==> config.mk <==
export PLATFORM = sky130hd
export DESIGN_NAME = hlt_timer
export DESIGN_NICKNAME = d
export VERILOG_FILES = /design/src/hlt_pkg.sv /design/src/trig_if.sv /design/src/trigger_edge_detect.sv /design/src/hlt_timer.sv
export SDC_FILE = /design/constraint.sdc
export NUM_CORES = 1
export LEC_CHECK = 0
export ABC_CLOCK_PERIOD_IN_PS = 2100
export BUFFER_PORTS_ARGS = -buffer_cell sky130_fd_sc_hd__buf_2
export CORE_MARGIN = 2
export CORE_UTILIZATION = 50
export CTS_CLUSTER_DIAMETER = 100
export DETAILED_ROUTE_END_ITERATION = 8
export GPL_ROUTABILITY_DRIVEN = 0
export PLACE_DENSITY = 0.76
export REMOVE_ABC_BUFFERS = 1
export SYNTH_ARGS = -nofsm -noshare
export SYNTH_HDL_FRONTEND = slang
export SYNTH_SLANG_ARGS = --single-unit
==> constraint.sdc <==
create_clock -name clk_sys -period 2.1 [get_ports clk_sys]
set_input_delay 0.105 -clock clk_sys [delete_from_list [all_inputs] [get_ports clk_sys]]
set_output_delay 0.105 -clock clk_sys [all_outputs]
set_load 0.01 [all_outputs]
==> src/hlt_pkg.sv <==
package hlt_pkg;

   // =====================================================
   // register bus
   // =====================================================
   localparam int          ADDR_W         = 8;
   localparam int          DATA_W         = 8;
   localparam logic [7:0]  OFS_CTRL       = 8'h00;
   localparam logic [7:0]  OFS_PERIOD     = 8'h04;
   localparam logic [7:0]  OFS_COUNT      = 8'h08;
   localparam logic [7:0]  OFS_STATUS     = 8'h0C;

   // =====================================================
   // field layout
   // =====================================================
   localparam int          CTRL_ON_BIT    = 7;
   localparam int          CTRL_MODE_LSB  = 0;
   localparam int          MODE_W         = 5;
   localparam int          ST_RUN_BIT     = 0;
   localparam int          ST_START_BIT   = 1;
   localparam int          ST_LEVEL_BIT   = 2;
   localparam int          ST_MATCH_BIT   = 3;
   localparam int          ST_RSVD_BIT    = 4;

   // =====================================================
   // reset values
   // =====================================================
   localparam logic [7:0]  COUNT_RST      = 8'h00;
   localparam logic [7:0]  PERIOD_RST     = 8'hFF;
   localparam logic [4:0]  MODE_RST       = 5'h00;

   // =====================================================
   // timing demanded of the trigger source, in timer clocks
   // =====================================================
   localparam int          EDGE_SPACING_CYCLES = 6;
   localparam int          LEVEL_HOLD_CYCLES   = 3;

   // =====================================================
   // mode encoding
   // =====================================================
   typedef enum logic [1:0] {
      FAM_PERIOD   = 2'b00,
      FAM_ONESHOT  = 2'b01,
      FAM_MONO     = 2'b10,
      FAM_RESERVED = 2'b11
   } mode_family_t;

   localparam logic [2:0]  VAR_SOFT       = 3'h0;
   localparam logic [2:0]  VAR_RISE       = 3'h1;
   localparam logic [2:0]  VAR_FALL       = 3'h2;
   localparam logic [2:0]  VAR_ANY        = 3'h3;
   localparam logic [2:0]  VAR_RISE_RST   = 3'h4;
   localparam logic [2:0]  VAR_FALL_RST   = 3'h5;
   localparam logic [2:0]  VAR_LOW_RST    = 3'h6;
   localparam logic [2:0]  VAR_HIGH_RST   = 3'h7;

endpackage : hlt_pkg

==> src/trig_if.sv <==
`timescale 1ns/1ns
`default_nettype none
interface trig_if;
   logic level;
   logic rise;
   logic fall;
   modport src (output level, output rise, output fall);
   modport snk (input level, input rise, input fall);
endinterface : trig_if
`default_nettype wire

==> src/trigger_edge_detect.sv <==
`timescale 1ns/1ns
`default_nettype none
module trigger_edge_detect
   import hlt_pkg::*;
(
   // clock and reset
   input  wire logic clk_sys,
   input  wire logic rst,
   // external side
   input  wire logic external_trigger_signal,
   input  wire logic debug_mode,
   // qualified trigger
   trig_if.src       trig
);

   logic level_reg;
   logic rise_reg;
   logic fall_reg;

   // =====================================================
   // level sample, frozen in debug
   // =====================================================
   always_ff @(posedge clk_sys) begin
      if (rst) begin
         level_reg <= 1'b0;
      end else if (!debug_mode) begin
         level_reg <= external_trigger_signal;
      end
   end

   // =====================================================
   // edge pulses, aligned with the level change
   // =====================================================
   always_ff @(posedge clk_sys) begin
      if (rst) begin
         rise_reg <= 1'b0;
         fall_reg <= 1'b0;
      end else begin
         rise_reg <= !debug_mode && external_trigger_signal && !level_reg;
         fall_reg <= !debug_mode && !external_trigger_signal && level_reg;
      end
   end

   assign trig.level = level_reg;
   assign trig.rise  = rise_reg;
   assign trig.fall  = fall_reg;

   AST_DEBUG_NO_EDGE: assert property (@(posedge clk_sys) disable iff (rst)
      debug_mode |=> !rise_reg && !fall_reg && $stable(level_reg))
      else $error("edge seen while debug freezes trigger");

endmodule : trigger_edge_detect
`default_nettype wire

==> src/hlt_timer.sv <==
// Our own choices: strobed register access and the address map.
`timescale 1ns/1ns
`default_nettype none
// Behaviour
// - five-bit mode, upper two bits pick family, 11 reserved, lower three variant
// - external trigger and reset inputs are ignored in debug mode
// - software gate counts each clock while enabled, holds while disabled
// - free-running period match returns count to zero next clock, keeps counting
// - hardware gate 001 counts while signal high, 010 while low
// - free-running 011/100/101 clear count on either, rising, falling edge
// - free-running 110 holds reset while low, 111 while high
// - one-shot software start runs when enabled, no external signal needed
// - one-shot 001/010/011 start on rising, falling, any edge after enable
// - one-shot 100/101 start on edge, later same edges clear count
// - one-shot 110 rise start, low reset; 111 fall start, high reset
// - monostable edge start; match stops count at zero, enable kept
// - level start 110 runs high, resets low; 111 inverted
// - after enable cleared, edge modes need a fresh edge to restart
// - one-shot and level-start match clears enable, stops count at zero
// - reset clears count and sets period to all ones
module hlt_timer
   import hlt_pkg::*;
(
   // clock and reset
   input  wire logic              clk_sys,
   input  wire logic              rst,
   // register port
   input  wire logic [ADDR_W-1:0] reg_addr,
   input  wire logic [DATA_W-1:0] reg_wdata,
   input  wire logic              reg_wr,
   input  wire logic              reg_rd,
   output logic      [DATA_W-1:0] reg_rdata,
   // external trigger
   input  wire logic              external_trigger_signal,
   input  wire logic              debug_mode,
   // timer state
   output logic      [7:0]        count_value,
   output logic                   period_match
);

   // =====================================================
   // state
   // =====================================================
   logic [7:0]        count_value_reg;
   logic [7:0]        period_value_reg;
   logic [4:0]        mode_reg;
   logic              on_reg;
   logic              started_reg;
   logic              match_seen_reg;
   logic [DATA_W-1:0] rdata_reg;
   logic              match_reg;

   mode_family_t      family;
   logic [2:0]        variant;
   logic              run;
   logic              hold_rst;
   logic              edge_clr;
   logic              start_evt;
   logic              edge_start;
   logic              stop_at_match;
   logic              clear_on;
   logic              match;
   logic              wr_ctrl;
   logic              wr_period;
   logic              wr_count;
   logic              wr_status;

   trig_if trig ();

   trigger_edge_detect u_edge (
      .clk_sys                 (clk_sys),
      .rst                     (rst),
      .external_trigger_signal (external_trigger_signal),
      .debug_mode              (debug_mode),
      .trig                    (trig)
   );

   function automatic logic edge_of(input logic [1:0] sel, input logic r, input logic f);
      logic hit;
      hit = 1'b0;
      unique case (sel)
         2'b01:   hit = r;
         2'b10:   hit = f;
         2'b11:   hit = r | f;
         2'b00:   hit = 1'b0;
      endcase
      return hit;
   endfunction : edge_of

   function automatic logic is_addr(input logic [ADDR_W-1:0] a, input logic [7:0] ofs);
      return a == ofs;
   endfunction : is_addr

   // =====================================================
   // register decode
   // =====================================================
   assign wr_ctrl   = reg_wr && is_addr(reg_addr, OFS_CTRL);
   assign wr_period = reg_wr && is_addr(reg_addr, OFS_PERIOD);
   assign wr_count  = reg_wr && is_addr(reg_addr, OFS_COUNT);
   assign wr_status = reg_wr && is_addr(reg_addr, OFS_STATUS);

   assign family  = mode_family_t'(mode_reg[4:3]);
   assign variant = mode_reg[2:0];
   assign match   = count_value_reg == period_value_reg;

   // =====================================================
   // mode decode
   // =====================================================
   always_comb begin
      run           = 1'b0;
      hold_rst      = 1'b0;
      edge_clr      = 1'b0;
      start_evt     = 1'b0;
      edge_start    = 1'b0;
      stop_at_match = 1'b0;
      clear_on      = 1'b0;
      unique case (family)
         FAM_PERIOD: begin
            unique case (variant)
               VAR_SOFT:     run = on_reg;
               VAR_RISE:     run = on_reg && trig.level;
               VAR_FALL:     run = on_reg && !trig.level;
               VAR_ANY, VAR_RISE_RST, VAR_FALL_RST: begin
                  run      = on_reg;
                  edge_clr = on_reg && edge_of(variant == VAR_ANY ? 2'b11 :
                             variant == VAR_RISE_RST ? 2'b01 : 2'b10, trig.rise, trig.fall);
               end
               VAR_LOW_RST: begin
                  hold_rst = on_reg && !trig.level;
                  run      = on_reg && trig.level;
               end
               VAR_HIGH_RST: begin
                  hold_rst = on_reg && trig.level;
                  run      = on_reg && !trig.level;
               end
            endcase
         end
         FAM_ONESHOT: begin
            clear_on = 1'b1;
            unique case (variant)
               VAR_SOFT: run = on_reg;
               VAR_RISE, VAR_FALL, VAR_ANY: begin
                  edge_start = 1'b1;
                  start_evt  = on_reg && edge_of(variant[1:0], trig.rise, trig.fall);
                  run        = on_reg && started_reg;
               end
               VAR_RISE_RST, VAR_FALL_RST: begin
                  edge_start = 1'b1;
                  start_evt  = on_reg && edge_of(variant == VAR_RISE_RST ? 2'b01 : 2'b10,
                                                 trig.rise, trig.fall);
                  edge_clr   = start_evt && started_reg;
                  run        = on_reg && started_reg;
               end
               VAR_LOW_RST: begin
                  edge_start = 1'b1;
                  start_evt  = on_reg && trig.rise;
                  hold_rst   = on_reg && !trig.level;
                  run        = on_reg && started_reg && trig.level;
               end
               VAR_HIGH_RST: begin
                  edge_start = 1'b1;
                  start_evt  = on_reg && trig.fall;
                  hold_rst   = on_reg && trig.level;
                  run        = on_reg && started_reg && !trig.level;
               end
            endcase
         end
         FAM_MONO: begin
            unique case (variant)
               VAR_RISE, VAR_FALL, VAR_ANY: begin
                  edge_start    = 1'b1;
                  stop_at_match = 1'b1;
                  start_evt     = on_reg && edge_of(variant[1:0], trig.rise, trig.fall);
                  run           = on_reg && started_reg;
               end
               VAR_LOW_RST: begin
                  clear_on = 1'b1;
                  hold_rst = on_reg && !trig.level;
                  run      = on_reg && trig.level;
               end
               VAR_HIGH_RST: begin
                  clear_on = 1'b1;
                  hold_rst = on_reg && trig.level;
                  run      = on_reg && !trig.level;
               end
               VAR_SOFT, VAR_RISE_RST, VAR_FALL_RST: run = 1'b0;
            endcase
         end
         FAM_RESERVED: run = 1'b0;
      endcase
   end

   // =====================================================
   // counter
   // =====================================================
   // hardware reset and edge clear outrank a software count write
   always_ff @(posedge clk_sys) begin
      if (rst) begin
         count_value_reg <= COUNT_RST;
      end else if (hold_rst || edge_clr) begin
         count_value_reg <= COUNT_RST;
      end else if (wr_count) begin
         count_value_reg <= reg_wdata;
      end else if (run && match) begin
         count_value_reg <= COUNT_RST;
      end else if (run) begin
         count_value_reg <= count_value_reg + 8'h01;
      end
   end

   always_ff @(posedge clk_sys) begin
      if (rst) begin
         period_value_reg <= PERIOD_RST;
      end else if (wr_period) begin
         period_value_reg <= reg_wdata;
      end
   end

   // =====================================================
   // control: enable and mode
   // =====================================================
   // a software write in the match cycle wins so a re-arm is not lost
   always_ff @(posedge clk_sys) begin
      if (rst) begin
         on_reg   <= 1'b0;
         mode_reg <= MODE_RST;
      end else if (wr_ctrl) begin
         on_reg   <= reg_wdata[CTRL_ON_BIT];
         mode_reg <= reg_wdata[CTRL_MODE_LSB +: MODE_W];
      end else if (run && match && clear_on && !hold_rst && !edge_clr) begin
         on_reg <= 1'b0;
      end
   end

   // =====================================================
   // start latch for edge-started modes
   // =====================================================
   always_ff @(posedge clk_sys) begin
      if (rst) begin
         started_reg <= 1'b0;
      end else if (!on_reg || !edge_start) begin
         started_reg <= 1'b0;
      end else if (start_evt) begin
         started_reg <= 1'b1;
      end else if (run && match && !hold_rst && !edge_clr) begin
         started_reg <= 1'b0;
      end
   end

   // =====================================================
   // match flag and sticky status
   // =====================================================
   always_ff @(posedge clk_sys) begin
      if (rst) begin
         match_reg <= 1'b0;
      end else begin
         match_reg <= run && match && !hold_rst && !edge_clr;
      end
   end

   // set wins over a write-one-to-clear in the same cycle
   always_ff @(posedge clk_sys) begin
      if (rst) begin
         match_seen_reg <= 1'b0;
      end else if (run && match && !hold_rst && !edge_clr) begin
         match_seen_reg <= 1'b1;
      end else if (wr_status && reg_wdata[ST_MATCH_BIT]) begin
         match_seen_reg <= 1'b0;
      end
   end

   // =====================================================
   // read data, one cycle after the strobe
   // =====================================================
   always_ff @(posedge clk_sys) begin
      if (rst) begin
         rdata_reg <= 8'h00;
      end else if (reg_rd) begin
         rdata_reg <= 8'h00;
         if (is_addr(reg_addr, OFS_CTRL)) begin
            rdata_reg[CTRL_ON_BIT]                  <= on_reg;
            rdata_reg[CTRL_MODE_LSB +: MODE_W]      <= mode_reg;
         end else if (is_addr(reg_addr, OFS_PERIOD)) begin
            rdata_reg <= period_value_reg;
         end else if (is_addr(reg_addr, OFS_COUNT)) begin
            rdata_reg <= count_value_reg;
         end else if (is_addr(reg_addr, OFS_STATUS)) begin
            rdata_reg[ST_RUN_BIT]   <= run;
            rdata_reg[ST_START_BIT] <= started_reg;
            rdata_reg[ST_LEVEL_BIT] <= trig.level;
            rdata_reg[ST_MATCH_BIT] <= match_seen_reg;
            rdata_reg[ST_RSVD_BIT]  <= (family == FAM_RESERVED) ||
                                       (family == FAM_MONO && (variant == VAR_SOFT ||
                                        variant == VAR_RISE_RST || variant == VAR_FALL_RST));
         end
      end else begin
         rdata_reg <= 8'h00;
      end
   end

   assign reg_rdata    = rdata_reg;
   assign count_value  = count_value_reg;
   assign period_match = match_reg;

   // =====================================================
   // checks
   // =====================================================
   AST_RESERVED_STILL: assert property (@(posedge clk_sys) disable iff (rst)
      (mode_reg[4:3] == 2'b11) && !wr_count |=> $stable(count_value_reg))
      else $error("counter moved in reserved mode");

   AST_SWGATE_COUNT: assert property (@(posedge clk_sys) disable iff (rst)
      (mode_reg == 5'h00) && on_reg && !match && !wr_count
      |=> count_value_reg == $past(count_value_reg) + 8'h01)
      else $error("software gate did not advance");

   AST_SWGATE_HOLD: assert property (@(posedge clk_sys) disable iff (rst)
      (mode_reg == 5'h00) && !on_reg && !wr_count |=> $stable(count_value_reg))
      else $error("software gate advanced while disabled");

   AST_PERIOD_WRAP: assert property (@(posedge clk_sys) disable iff (rst)
      (mode_reg[4:3] == 2'b00) && run && match && !wr_count && !wr_ctrl
      |=> count_value_reg == 8'h00 ##1 (count_value_reg == 8'h01 || !$past(run) || $past(match) ||
          $past(wr_count) || $past(hold_rst) || $past(edge_clr)))
      else $error("free-running wrap wrong");

   AST_GATE_HIGH: assert property (@(posedge clk_sys) disable iff (rst)
      (mode_reg == 5'h01) && !trig.level && !wr_count |=> $stable(count_value_reg))
      else $error("active-high gate counted while low");

   AST_EDGE_CLEAR: assert property (@(posedge clk_sys) disable iff (rst)
      (mode_reg == 5'h03) && on_reg && (trig.rise || trig.fall) |=> count_value_reg == 8'h00)
      else $error("edge did not clear count");

   AST_LEVEL_RESET: assert property (@(posedge clk_sys) disable iff (rst)
      (mode_reg == 5'h06) && on_reg && !trig.level |=> count_value_reg == 8'h00)
      else $error("low level did not hold reset");

   AST_ONESHOT_STOP: assert property (@(posedge clk_sys) disable iff (rst)
      (mode_reg[4:3] == 2'b01) && run && match && !hold_rst && !edge_clr && !wr_ctrl && !wr_count
      |=> !on_reg && count_value_reg == 8'h00)
      else $error("one-shot did not stop at match");

   AST_MONO_KEEP_ON: assert property (@(posedge clk_sys) disable iff (rst)
      stop_at_match && run && match && !wr_ctrl && !wr_count
      |=> on_reg && !started_reg && count_value_reg == 8'h00)
      else $error("monostable match handling wrong");

   AST_FRESH_EDGE: assert property (@(posedge clk_sys) disable iff (rst)
      !on_reg |=> !started_reg)
      else $error("start latch survived disable");

   AST_RESET_VALUES: assert property (@(posedge clk_sys)
      rst |=> count_value_reg == 8'h00 && period_value_reg == 8'hFF && !on_reg)
      else $error("reset values wrong");

endmodule : hlt_timer
`default_nettype wire

# After elaboration in Yosys (flattened, before gate mapping)
# Index checks and enable logic that the tools add are counted.
[word_totals]
output_inout_bits = 17
latch_bits = 0
mem_bits_ro = 0
input_bits = 22
mem_bits_rw = 0
wordCells = 147
regBits = 36
memories = 0
[op_classes]
mul = 0
muxes = 44
n_eq_ne = 23
shifts = 0
n_reduce_logical = 65
n_div = 0
bitwise = 2
order_cmp = 0
add_sub_neg = 1
[ops]
columns = ["operator", "count"]
rows = [
  ["$mux W8", 4],
  ["$logic_and A1 B1 Y1", 28],
  ["$pmux W1 S4", 7],
  ["$mux W1", 21],
  ["$eq A2 B2 Y1 const B", 8],
  ["$eq A8 B4 Y1 const B", 2],
  ["$mux W5", 3],
  ["$reduce_or A3 Y1", 5],
  ["$reduce_or A2 Y1", 7],
  ["$eq A3 B3 Y1 const B", 4],
  ["$pmux W1 S2", 5],
  ["$add A8 B1 Y8 const B", 1],
  ["$eq A2 B1 Y1 const B", 4],
  ["$eq A8 B3 Y1 const B", 1],
  ["$eq A8 B8 Y1", 1],
  ["$logic_not A2 Y1", 4],
  ["$logic_not A8 Y1", 1],
  ["$logic_not A1 Y1", 7],
  ["$reduce_or A7 Y1", 1],
  ["$eq A3 B2 Y1 const B", 2],
  ["$reduce_bool A2 Y1", 3],
  ["$logic_or A1 B1 Y1", 5],
  ["$reduce_or A5 Y1", 1],
  ["$mux W2", 2],
  ["8 further kinds", 8],
]

# Logic depth before layout (Yosys ltp)
# Gate-level depths: netlist of run 1.
[depth]
depth_word = 14
ltp_mapped = 10
mapped_depth_nobuf = 8

# By module
# From an unflattened synthesis of run 1, not the netlist that was laid out.
[unflattened]
hier_cells = 257
area_unflattened_um2 = 2087.0
[by_module_without_submodules]
columns = ["mod", "cells_each", "n_inst", "seq_area_each_um2", "area_per_inst_um2"]
rows = [
  ["hlt_timer", 250, 1, 660.6, 1995.7],
  ["trigger_edge_detect", 7, 1, 60.1, 91.3],
]

# Worst setup path after synthesis of run 1
# Ideal clock, no wire load.
[synth_timing]
kind = "register -> register"
start = "register mode_reg[4]"
end = "register count_value_reg[5] (netlist: count_value[5])"
required_time_ps = 2009
synth_period_minus_slack_ps = 2079
path_slack_ps = 21
setup_time_ps = 91
stages_incl_launch_ff = 10
n_path_buf = 2
arrival_ps = 1988
cell_sequence = "dfxtp_1 > inv_1 > ha_1 > clkbuf_1 > nor3_1 > nor3_1 > a31oi_2 > buf_6 > or4b_1 > a311oi_1"
[synth_between]
elab_chain_cells = 5
elab_cells_between_ends = 14
classes_between = "eq/ne (3); mux (5); reduce/logical (6)"
[synth_lines]
columns = ["item", "line_no", "text"]
rows = [
  ["start, declared", "hlt_timer.sv:46", "logic [4:0] mode_reg;"],
  ["start signal, assigned", "hlt_timer.sv:229", "mode_reg <= reg_wdata[CTRL_MODE_LSB +: MODE_W];"],
  ["$eq A2 B2 Y1, or another cell as far along", "hlt_timer.sv:117", "unique case (family)"],
  ["$pmux W1 S4 or $reduce_or A3 Y1 (tied branches)", "--", ""],
  ["$logic_and A1 B1 Y1 or $mux W1 (tied branches)", "--", ""],
  ["$mux W8 or $logic_or A1 B1 Y1 (tied branches)", "hlt_timer.sv:204, hlt_timer.sv:200", ""],
  ["$mux W8 or $reduce_or A2 Y1 (tied branches)", "--", ""],
  ["end signal, assigned", "hlt_timer.sv:203", "count_value_reg <= reg_wdata;"],
  ["end signal, assigned", "hlt_timer.sv:207", "count_value_reg <= count_value_reg + 8'h01;"],
  ["end, declared", "hlt_timer.sv:44", "logic [7:0] count_value_reg;"],
]
# Several ways; a longest one is shown, not always the timed one.
# A chain may end at the register's enable or synchronous reset.

# Final worst setup path of run 1
[layout_timing]
start = "register mode_reg[1]"
end = "register count_value_reg[2] (netlist: count_value[2])"
[layout_between]
elab_chain_cells = 12
elab_cells_between_ends = 50
classes_between = "eq/ne (13); mux (19); reduce/logical (18)"
[layout_lines]
columns = ["item", "line_no", "text"]
rows = [
  ["$eq A3 B3 Y1", "--", ""],
  ["$mux W2", "hlt_timer.sv:126, hlt_timer.sv:149", ""],
  ["$mux W2, or another cell as far along", "hlt_timer.sv:125", "edge_clr = on_reg && edge_of(variant == VAR_ANY ? 2'b11 :"],
  ["$eq A2 B2 Y1, or another cell as far along", "hlt_timer.sv:81", "unique case (sel)"],
  ["$pmux W1 S4 or $mux W1 (tied branches)", "hlt_timer.sv:81, hlt_timer.sv:140", ""],
  ["$mux W1 (on tied branches)", "hlt_timer.sv:119, hlt_timer.sv:117", ""],
  ["$mux W1 or $logic_and A1 B1 Y1 (tied branches)", "hlt_timer.sv:117, hlt_timer.sv:149", ""],
  ["$logic_and A1 B1 Y1 (on tied branches)", "hlt_timer.sv:125, hlt_timer.sv:151", ""],
  ["$mux W1 (on tied branches)", "hlt_timer.sv:119, hlt_timer.sv:140", ""],
  ["$pmux W1 S2", "hlt_timer.sv:117", ""],
  ["$logic_or A1 B1 Y1", "hlt_timer.sv:200", "end else if (hold_rst || edge_clr) begin"],
  ["$reduce_or A2 Y1 (no line)", "--", ""],
]
# Several ways; a longest one is shown, not always the timed one. The select of a mux whose other input is x is not followed.

==> impl_metrics.tcl, run 1 <==
set metrics [dict create \
    finalPower_w 0.00128 \
    timing.hold.worst.class "in2reg" \
    port_buffers 38 \
    hold_path_end "u_edge.trig.fall$_SDFF_PP0_" \
    max_freq_ghz 0.495 \
    relSlewSlack 0.644 \
    cp.arrival_ns 2.22 \
    grt_max_degree 22 \
    finalWirelength_um 5440 \
    yosysTopAreaCellShare 0.352 \
    synth-seq-area-share 0.352 \
    area_growth_pct 25.1 \
    grt_pass1_wl_um 8220 \
    firstDrtPassIters 4 \
    critPathLaunchType "register" \
    die_h_um 68.0 \
    setup_tns_ns 0 \
    hpwl_um 3730 \
    grt_pass1_vias 1668 \
    max-cap-violations 0 \
    ctsHoldBuffers 0 \
    synth_largest_area_cell "dfxtp_1" \
    ff2ff_path_depth 6 \
    hp-start "external_trigger_signal" \
    dr_total_vias 1950 \
    critPathBufInv 0 \
    r2r-end "count_value[2]$_SDFFE_PP0P_" \
    rr_startpoint "mode_reg[1]$_SDFFE_PP0P_" \
    syn_avg_cell_area_um2 8.78 \
    cts_buffers 5 \
    clockBufferDepth 2 \
    dieWidth_um 68.0 \
    cpPeakStageDelay_ns 0.55 \
    skew_ns 0.00685 \
    hold_slack_ns 0.00648 \
    ys_warn_count 0 \
    synth-edff-count 0 \
    antenna_left 0 \
    ys_ff_latch 36 \
    status "finished clean" \
    synth_area_um2 2050 \
    power_density_nw_per_um2 502 \
    grtUsageTotal 0.241 \
    netlist_top_cells_count "dfxtp_1, nor2_1, mux2i_1, nand2_1, nand3_1" \
    drive_gt1_frac 0.314 \
    cts_tree "built" \
    final_cells 337 \
    p_sw_frac 0.233 \
    cts_sinks 36 \
    fin_nets 313 \
    setup_viol 0 \
    top_layer "met4" \
    worstSetupPathType "reg2reg" \
    wl_met1_um 2370 \
    clkLatencyLatePin_ns 0.29 \
    final_max_slew_viol_count 0 \
    antenna_found_initial 0 \
    p_seq_frac 0.537 \
    tightestPinTransition_ns 0.533 \
    post-place-cells 323 \
    cts-htree-levels 2 \
    yosys-top-cells-area "dfxtp_1, mux2i_1, nor2_1" \
    critPathTopFamily "simple AND/OR/NAND/NOR gates" \
    grt_remaining_overflow 0 \
    num_rows 23 \
    coreArea_um2 3970 \
    p_sw_w 0.000300 \
    wl_met2_um 2710 \
    via_per_inst 5.79 \
    p_leak_nw 1.07 \
    vdd_drop_max_uv 295 \
    dr_wl_met3_um 235 \
    worst-path-max-fanout 9 \
    fillCellCount 316 \
    ys_types 46 \
    layout_setup_ws_ns 0.0815 \
    dieArea_um2 4620 \
    synth.most_common_cell "dfxtp_1" \
    reg2reg_setup_slack_ns 0.08 \
    hold_viol 0 \
    min_path_cells 2 \
    intPower_w 0.000984 \
    critPathSlowestCell "or4b_1" \
    clk_pin_slew_worst_paths_ns 0.07 \
    post_drt_wl_per_cell_um 16.1 \
    drc_errors 0 \
    crit_chain "nor3_2, o21ai_0, nand3_2, a31oi_4, or4b_1, a311oi_2" \
    io_pins 39 \
    start_util 0.515 \
    pre_cts_ws_ns -0.0809 \
    fin_crit_ns 2.02 \
    min_period_over_period 0.961 \
    synth_cells 233 \
    antenna_cells 0 \
    crit_required_ns 2.30 \
    synthFlopType "dfxtp_1" \
    pwr-share-comb 0.062 \
    cts_root_buf "clkbuf_8" \
    async_flop_share 0 \
    clkPwrFrac 0.401 \
    drt_iter0_drc 174 \
    endpoint_kind "register" \
]
-- worst max path at each step --
stage / start / to / slack [ns] / depth (start not counted)
after floorplan: mode_reg[4]$_SDFFE_PP0P_ / count_value[6]$_SDFFE_PP0P_ / 0.04 / 7
after global placement: mode_reg[4]$_SDFFE_PP0P_ / count_value[6]$_SDFFE_PP0P_ / -0.06 / 6
after detailed placement: mode_reg[4]$_SDFFE_PP0P_ / count_value[6]$_SDFFE_PP0P_ / -0.08 / 7
after CTS: mode_reg[4]$_SDFFE_PP0P_ / count_value[2]$_SDFFE_PP0P_ / 0.03 / 7
after global routing: mode_reg[4]$_SDFFE_PP0P_ / count_value[4]$_SDFFE_PP0P_ / -0.01 / 9
final: mode_reg[1]$_SDFFE_PP0P_ / count_value[2]$_SDFFE_PP0P_ / 0.08 / 6
-- cell families after synthesis --
family                   Yosys count  synth area share
AND/OR/NAND/NOR                   99             0.264
AO/OA/AOI/OAI                     44             0.154
flip-flops                        36             0.352
buffers and inverters             21            0.0495
multiplexers                      18             0.106
XOR/XNOR                          10            0.0428
adder cells (fa/ha/maj)            5            0.0306
-- power by group through the flow --
stage | Clock [W] | Sequential [W] | Combinational [W]
final | 0.000515 | 0.000690 | 0.0000795
after global routing | 0.000554 | 0.000690 | 0.0000863
after CTS | 0.000519 | 0.000690 | 0.0000767
after detailed placement | 0 | 0.000705 | 0.0000765
after global placement | 0 | 0.000705 | 0.0000759
after floorplan | 0 | 0.000705 | 0.0000294
-- per-stage QoR --
step,instance area (um^2),utilization
after CTS,2460,0.619
after global placement,2350,0.591
after floorplan,1970,-
after global routing,2560,0.645
after detailed placement,2350,0.591
final,2560,0.645
-- area by class of cell --
cell class                      count  area, um^2  share of cell area
Clock buffer                        6        82.6              0.0323
Clock inverter                      2        10.0             0.00391
Inverter                            6        22.5             0.00880
Multi-Input combinational cell    177        1300               0.509
Sequential cell                    36         724               0.283
Tap cell                           50        62.6              0.0244
Timing Repair Buffer               60         355               0.139
-- cell usage in the layout (no fill, tap or decap), drive strengths merged, types with 2 or more instances in the layout --
cell	Yosys	layout
mux2i	15	15
inv	6	6
a311oi	8	8
o211ai	2	2
a211oi	4	4
a21oi	7	7
nand3	11	11
nor2b	10	10
nor4b	2	2
dfxtp	36	36
nand4	3	3
a22oi	2	2
ha	5	5
nand2	11	11
clkinv	0	2
nand3b	3	3
or4b	3	3
or4	5	5
clkbuf	7	6
a31oi	3	4
nor3	7	7
o21ai	9	9
buf	8	60
xnor2	9	9
mux4	3	3
o31ai	3	3
nor2	28	28
nand2b	9	9
and3	2	2
-- repair_timing --
| action | in CTS | in global routing |
|---|---|---|
| gates cloned | 0 | 1 |
| pin swaps | 0 | 3 |
| gates resized for setup | 3 | 13 |
| buffers inserted | 0 | 5 |
| endpoints found under the setup margin | 9 | 13 |
| endpoints found under the hold margin | 0 | 0 |
-- per-layer routing --
layer  vias up  GRT usage
li1        959          -
met1       918      0.318
met2        60      0.391
met3        13     0.0526
met4         0     0.0750
met5         -          0
No activity file was read; power rests on OpenSTA's default activity.
==> inputs of run 2 (changes only) <==
--- a/config.mk
+++ b/config.mk
@@ -5,6 +5,7 @@
 export SDC_FILE = /design/constraint.sdc
 export NUM_CORES = 1
 export LEC_CHECK = 0
+export ABC_AREA = 1
 export ABC_CLOCK_PERIOD_IN_PS = 2100
 export BUFFER_PORTS_ARGS = -buffer_cell sky130_fd_sc_hd__buf_2
 export CORE_MARGIN = 2
==> run 2 against run 1 <==
Fmax increased by 12%. Largest cell class unchanged. Sequential power about the same. Synthesized cell count increased by 31%. Clock-buffer cell count is the same. Total power up 7.1%. Clock skew is 0.0057 ns higher. Critical path depth up 7. Combinational power down 8.6%. Routed wire length up 1.1%.
==> impl_metrics.tcl, run 2 <==
set metrics [dict create \
    dieArea_um2 4790 \
    post-place-cells 390 \
    antenna_left 0 \
    dieWidth_um 69.2 \
    antenna_cells 0 \
    synth_area_um2 2130 \
    crit_required_ns 2.34 \
    setup_tns_ns 0 \
    synth-seq-area-share 0.339 \
    port_buffers 38 \
    drive_gt1_frac 0.214 \
    use_met1 0.333 \
    fin_crit_ns 1.80 \
    cts_sinks 36 \
    cts-htree-levels 2 \
    synth_largest_area_cell "dfxtp_1" \
    cts_buffers 5 \
    area_growth_pct 16.8 \
    tightestPinTransition_ns 0.470 \
    start_util 0.525 \
    crit_chain "inv_1, ha_1, inv_1, nand2_1, nand3_1, nand2_1, nand3_2, nand2_4, nand2_4, nand2_4, o21ai_0, nor2_1, nor2_1" \
    p_seq_frac 0.501 \
    timing.hold.worst.class "in2reg" \
    critPathLaunchType "register" \
    coreArea_um2 4060 \
    grt_remaining_overflow 0 \
    final_max_slew_viol_count 0 \
    dr_total_vias 2147 \
    final_cells 400 \
    power_density_nw_per_um2 553 \
    grt_busiest_layer "met2" \
    grt_pass1_wl_um 9490 \
    synthFlopType "dfxtp_1" \
    final_common_cell "nand2_1" \
    grt_pass1_vias 2025 \
    cp.arrival_ns 2.04 \
    clockBufferDepth 2 \
    ys_types 35 \
    syn_avg_cell_area_um2 6.98 \
    p_sw_w 0.000311 \
    use_met2 0.384 \
    status "finished clean" \
    setup_viol 0 \
    finalPower_w 0.00138 \
    finalWirelength_um 5500 \
    pwr-share-comb 0.053 \
    netlist_top_cells_count "nand2_1, nor2_1, dfxtp_1, inv_1" \
    max_freq_ghz 0.555 \
    grt_max_degree 18 \
    final_util 0.613 \
    cts_root_buf "clkbuf_8" \
    synth.most_common_cell "nand2_1" \
    cts_tree "built" \
    cts-resized-gates 0 \
    p_leak_nw 1.04 \
    post_drt_wl_per_cell_um 13.8 \
    via_per_inst 5.37 \
    die_h_um 69.2 \
    clkPwrFrac 0.446 \
    io_pins 39 \
    hold_viol 0 \
    grtUsageMet3 0.0494 \
    synth_cells 305 \
    fin_nets 376 \
    max-cap-violations 0 \
    endpoint_kind "register" \
    relSlewSlack 0.687 \
    synth-edff-count 0 \
    p_sw_frac 0.226 \
    pre_cts_ws_ns 0.370 \
    rsz0062_at_grt "no" \
    clk_pin_slew_worst_paths_ns 0.08 \
    intPower_w 0.00106 \
    ys_ff_latch 36 \
    min_period_over_period 0.857 \
    worstSetupPathType "reg2reg" \
    async_flop_share 0 \
    drt_iter0_drc 241 \
    yosys-top-cells-area "dfxtp_1, nand2_1, nor2_1" \
    ys_warn_count 0 \
    final_cell_mix "nand2_1, nor2_1, buf_2" \
    grtUsageTotal 0.244 \
    yosysTopAreaCellShare 0.339 \
    worst-path-max-fanout 8 \
    vdd_drop_max_uv 375 \
    hpwl_um 4290 \
    drc_errors 0 \
    num_rows 23 \
    cpPeakStageDelay_ns 0.39 \
    clkLatencyLatePin_ns 0.30 \
    critPathSlowestCell "dfxtp_1" \
    skew_ns 0.0125 \
    layout_setup_ws_ns 0.299 \
    antenna_found_initial 0 \
    cp_common_cell "nand2_4" \
    firstDrtPassIters 6 \
]
[run 2: changes by cell type after synthesis, moves of 8 or more]
cell and delta:
inv_1 +30, xnor2_1 -8, xor2_1 +10, nor2b_1 -10, nand2_1 +41, nor2_1 +14
nand3_1 +10, mux2i_1 -15, o21ai_0 +16, nand2b_1 -9, a21oi_1 +13, a311oi_1 -8
[run 2: final timing paths]
path	start	end	slack, ns	depth (start not counted)
setup / recovery	mode_reg[4]$_SDFFE_PP0P_	count_value[0]$_SDFFE_PP0P_	0.30	13
hold / removal	reg_wdata[5]	period_value_reg[5]$_SDFFE_PP1P_	0.04	3
setup reg to reg	mode_reg[4]$_SDFFE_PP0P_	count_value[0]$_SDFFE_PP0P_	0.30	13
hold reg to reg	started_reg$_SDFFE_PP0P_	started_reg$_SDFFE_PP0P_	0.46	2
[run 2: layout make-up]
type / instances / area (um^2)
multi-input cells: 222 / 1210
fillers: 380 / 1570
repair buffers: 42 / 225
flip-flops and latches: 36 / 721
well taps: 50 / 62.6
inverters: 42 / 158
clock buffers: 6 / 72.6
clock inverters: 2 / 35.0
[run 2: cell families after synthesis]
family                     synth area share
adders and majority gates            0.0294
xor gates and xnor gates             0.0494
AOI/OAI and AO/OA                     0.170
DFF                                   0.339
buffers and inverters                0.0917
and+or+nand+nor                       0.321
[run 2: worst max-delay path, delay by kind of cell, from the launching register on]
family,cells,cell delay [ns]
simple gates,9,0.72
fa+ha+maj,1,0.22
compound gates,1,0.19
buf+inv,2,0.21
flops,1,0.39
[run 2: power groups by stage]
| stage | registers (W) | clock network, W | logic (W) |
|---|---|---|---|
| after floorplan | 0.000705 | 0 | 0.0000305 |
| after global placement | 0.000705 | 0 | 0.0000685 |
| after detailed placement | 0.000705 | 0 | 0.0000694 |
| after CTS | 0.000689 | 0.000622 | 0.0000716 |
| after global routing | 0.000690 | 0.000644 | 0.0000800 |
| final | 0.000689 | 0.000613 | 0.0000727 |
[run 2: layer usage]
layer | vias to the layer above | wire, um
met1 | 963 | 2530
met3 | 9 | 400
met4 | 0 | 89
li1 | 1081 | -
met2 | 94 | 2480
met5 | - | 0
[run 2: what timing repair did]
action / 4_1_cts / 5_1_grt
hold buffers: 2 / 0
endpoints found under the setup margin: 0 / 0
hold endpoints to repair: 1 / 0
setup buffers: 0 / 0
[run 2: per-stage QoR]
| step | hold WS (ns) | area (um^2) |
|---|---|---|
| after floorplan | 0.177 | 2090 |
| after global placement | 0.292 | 2360 |
| after detailed placement | 0.295 | 2360 |
| after CTS | 0.0342 | 2490 |
| after global routing | 0.0532 | 2490 |
| final | 0.0416 | 2490 |
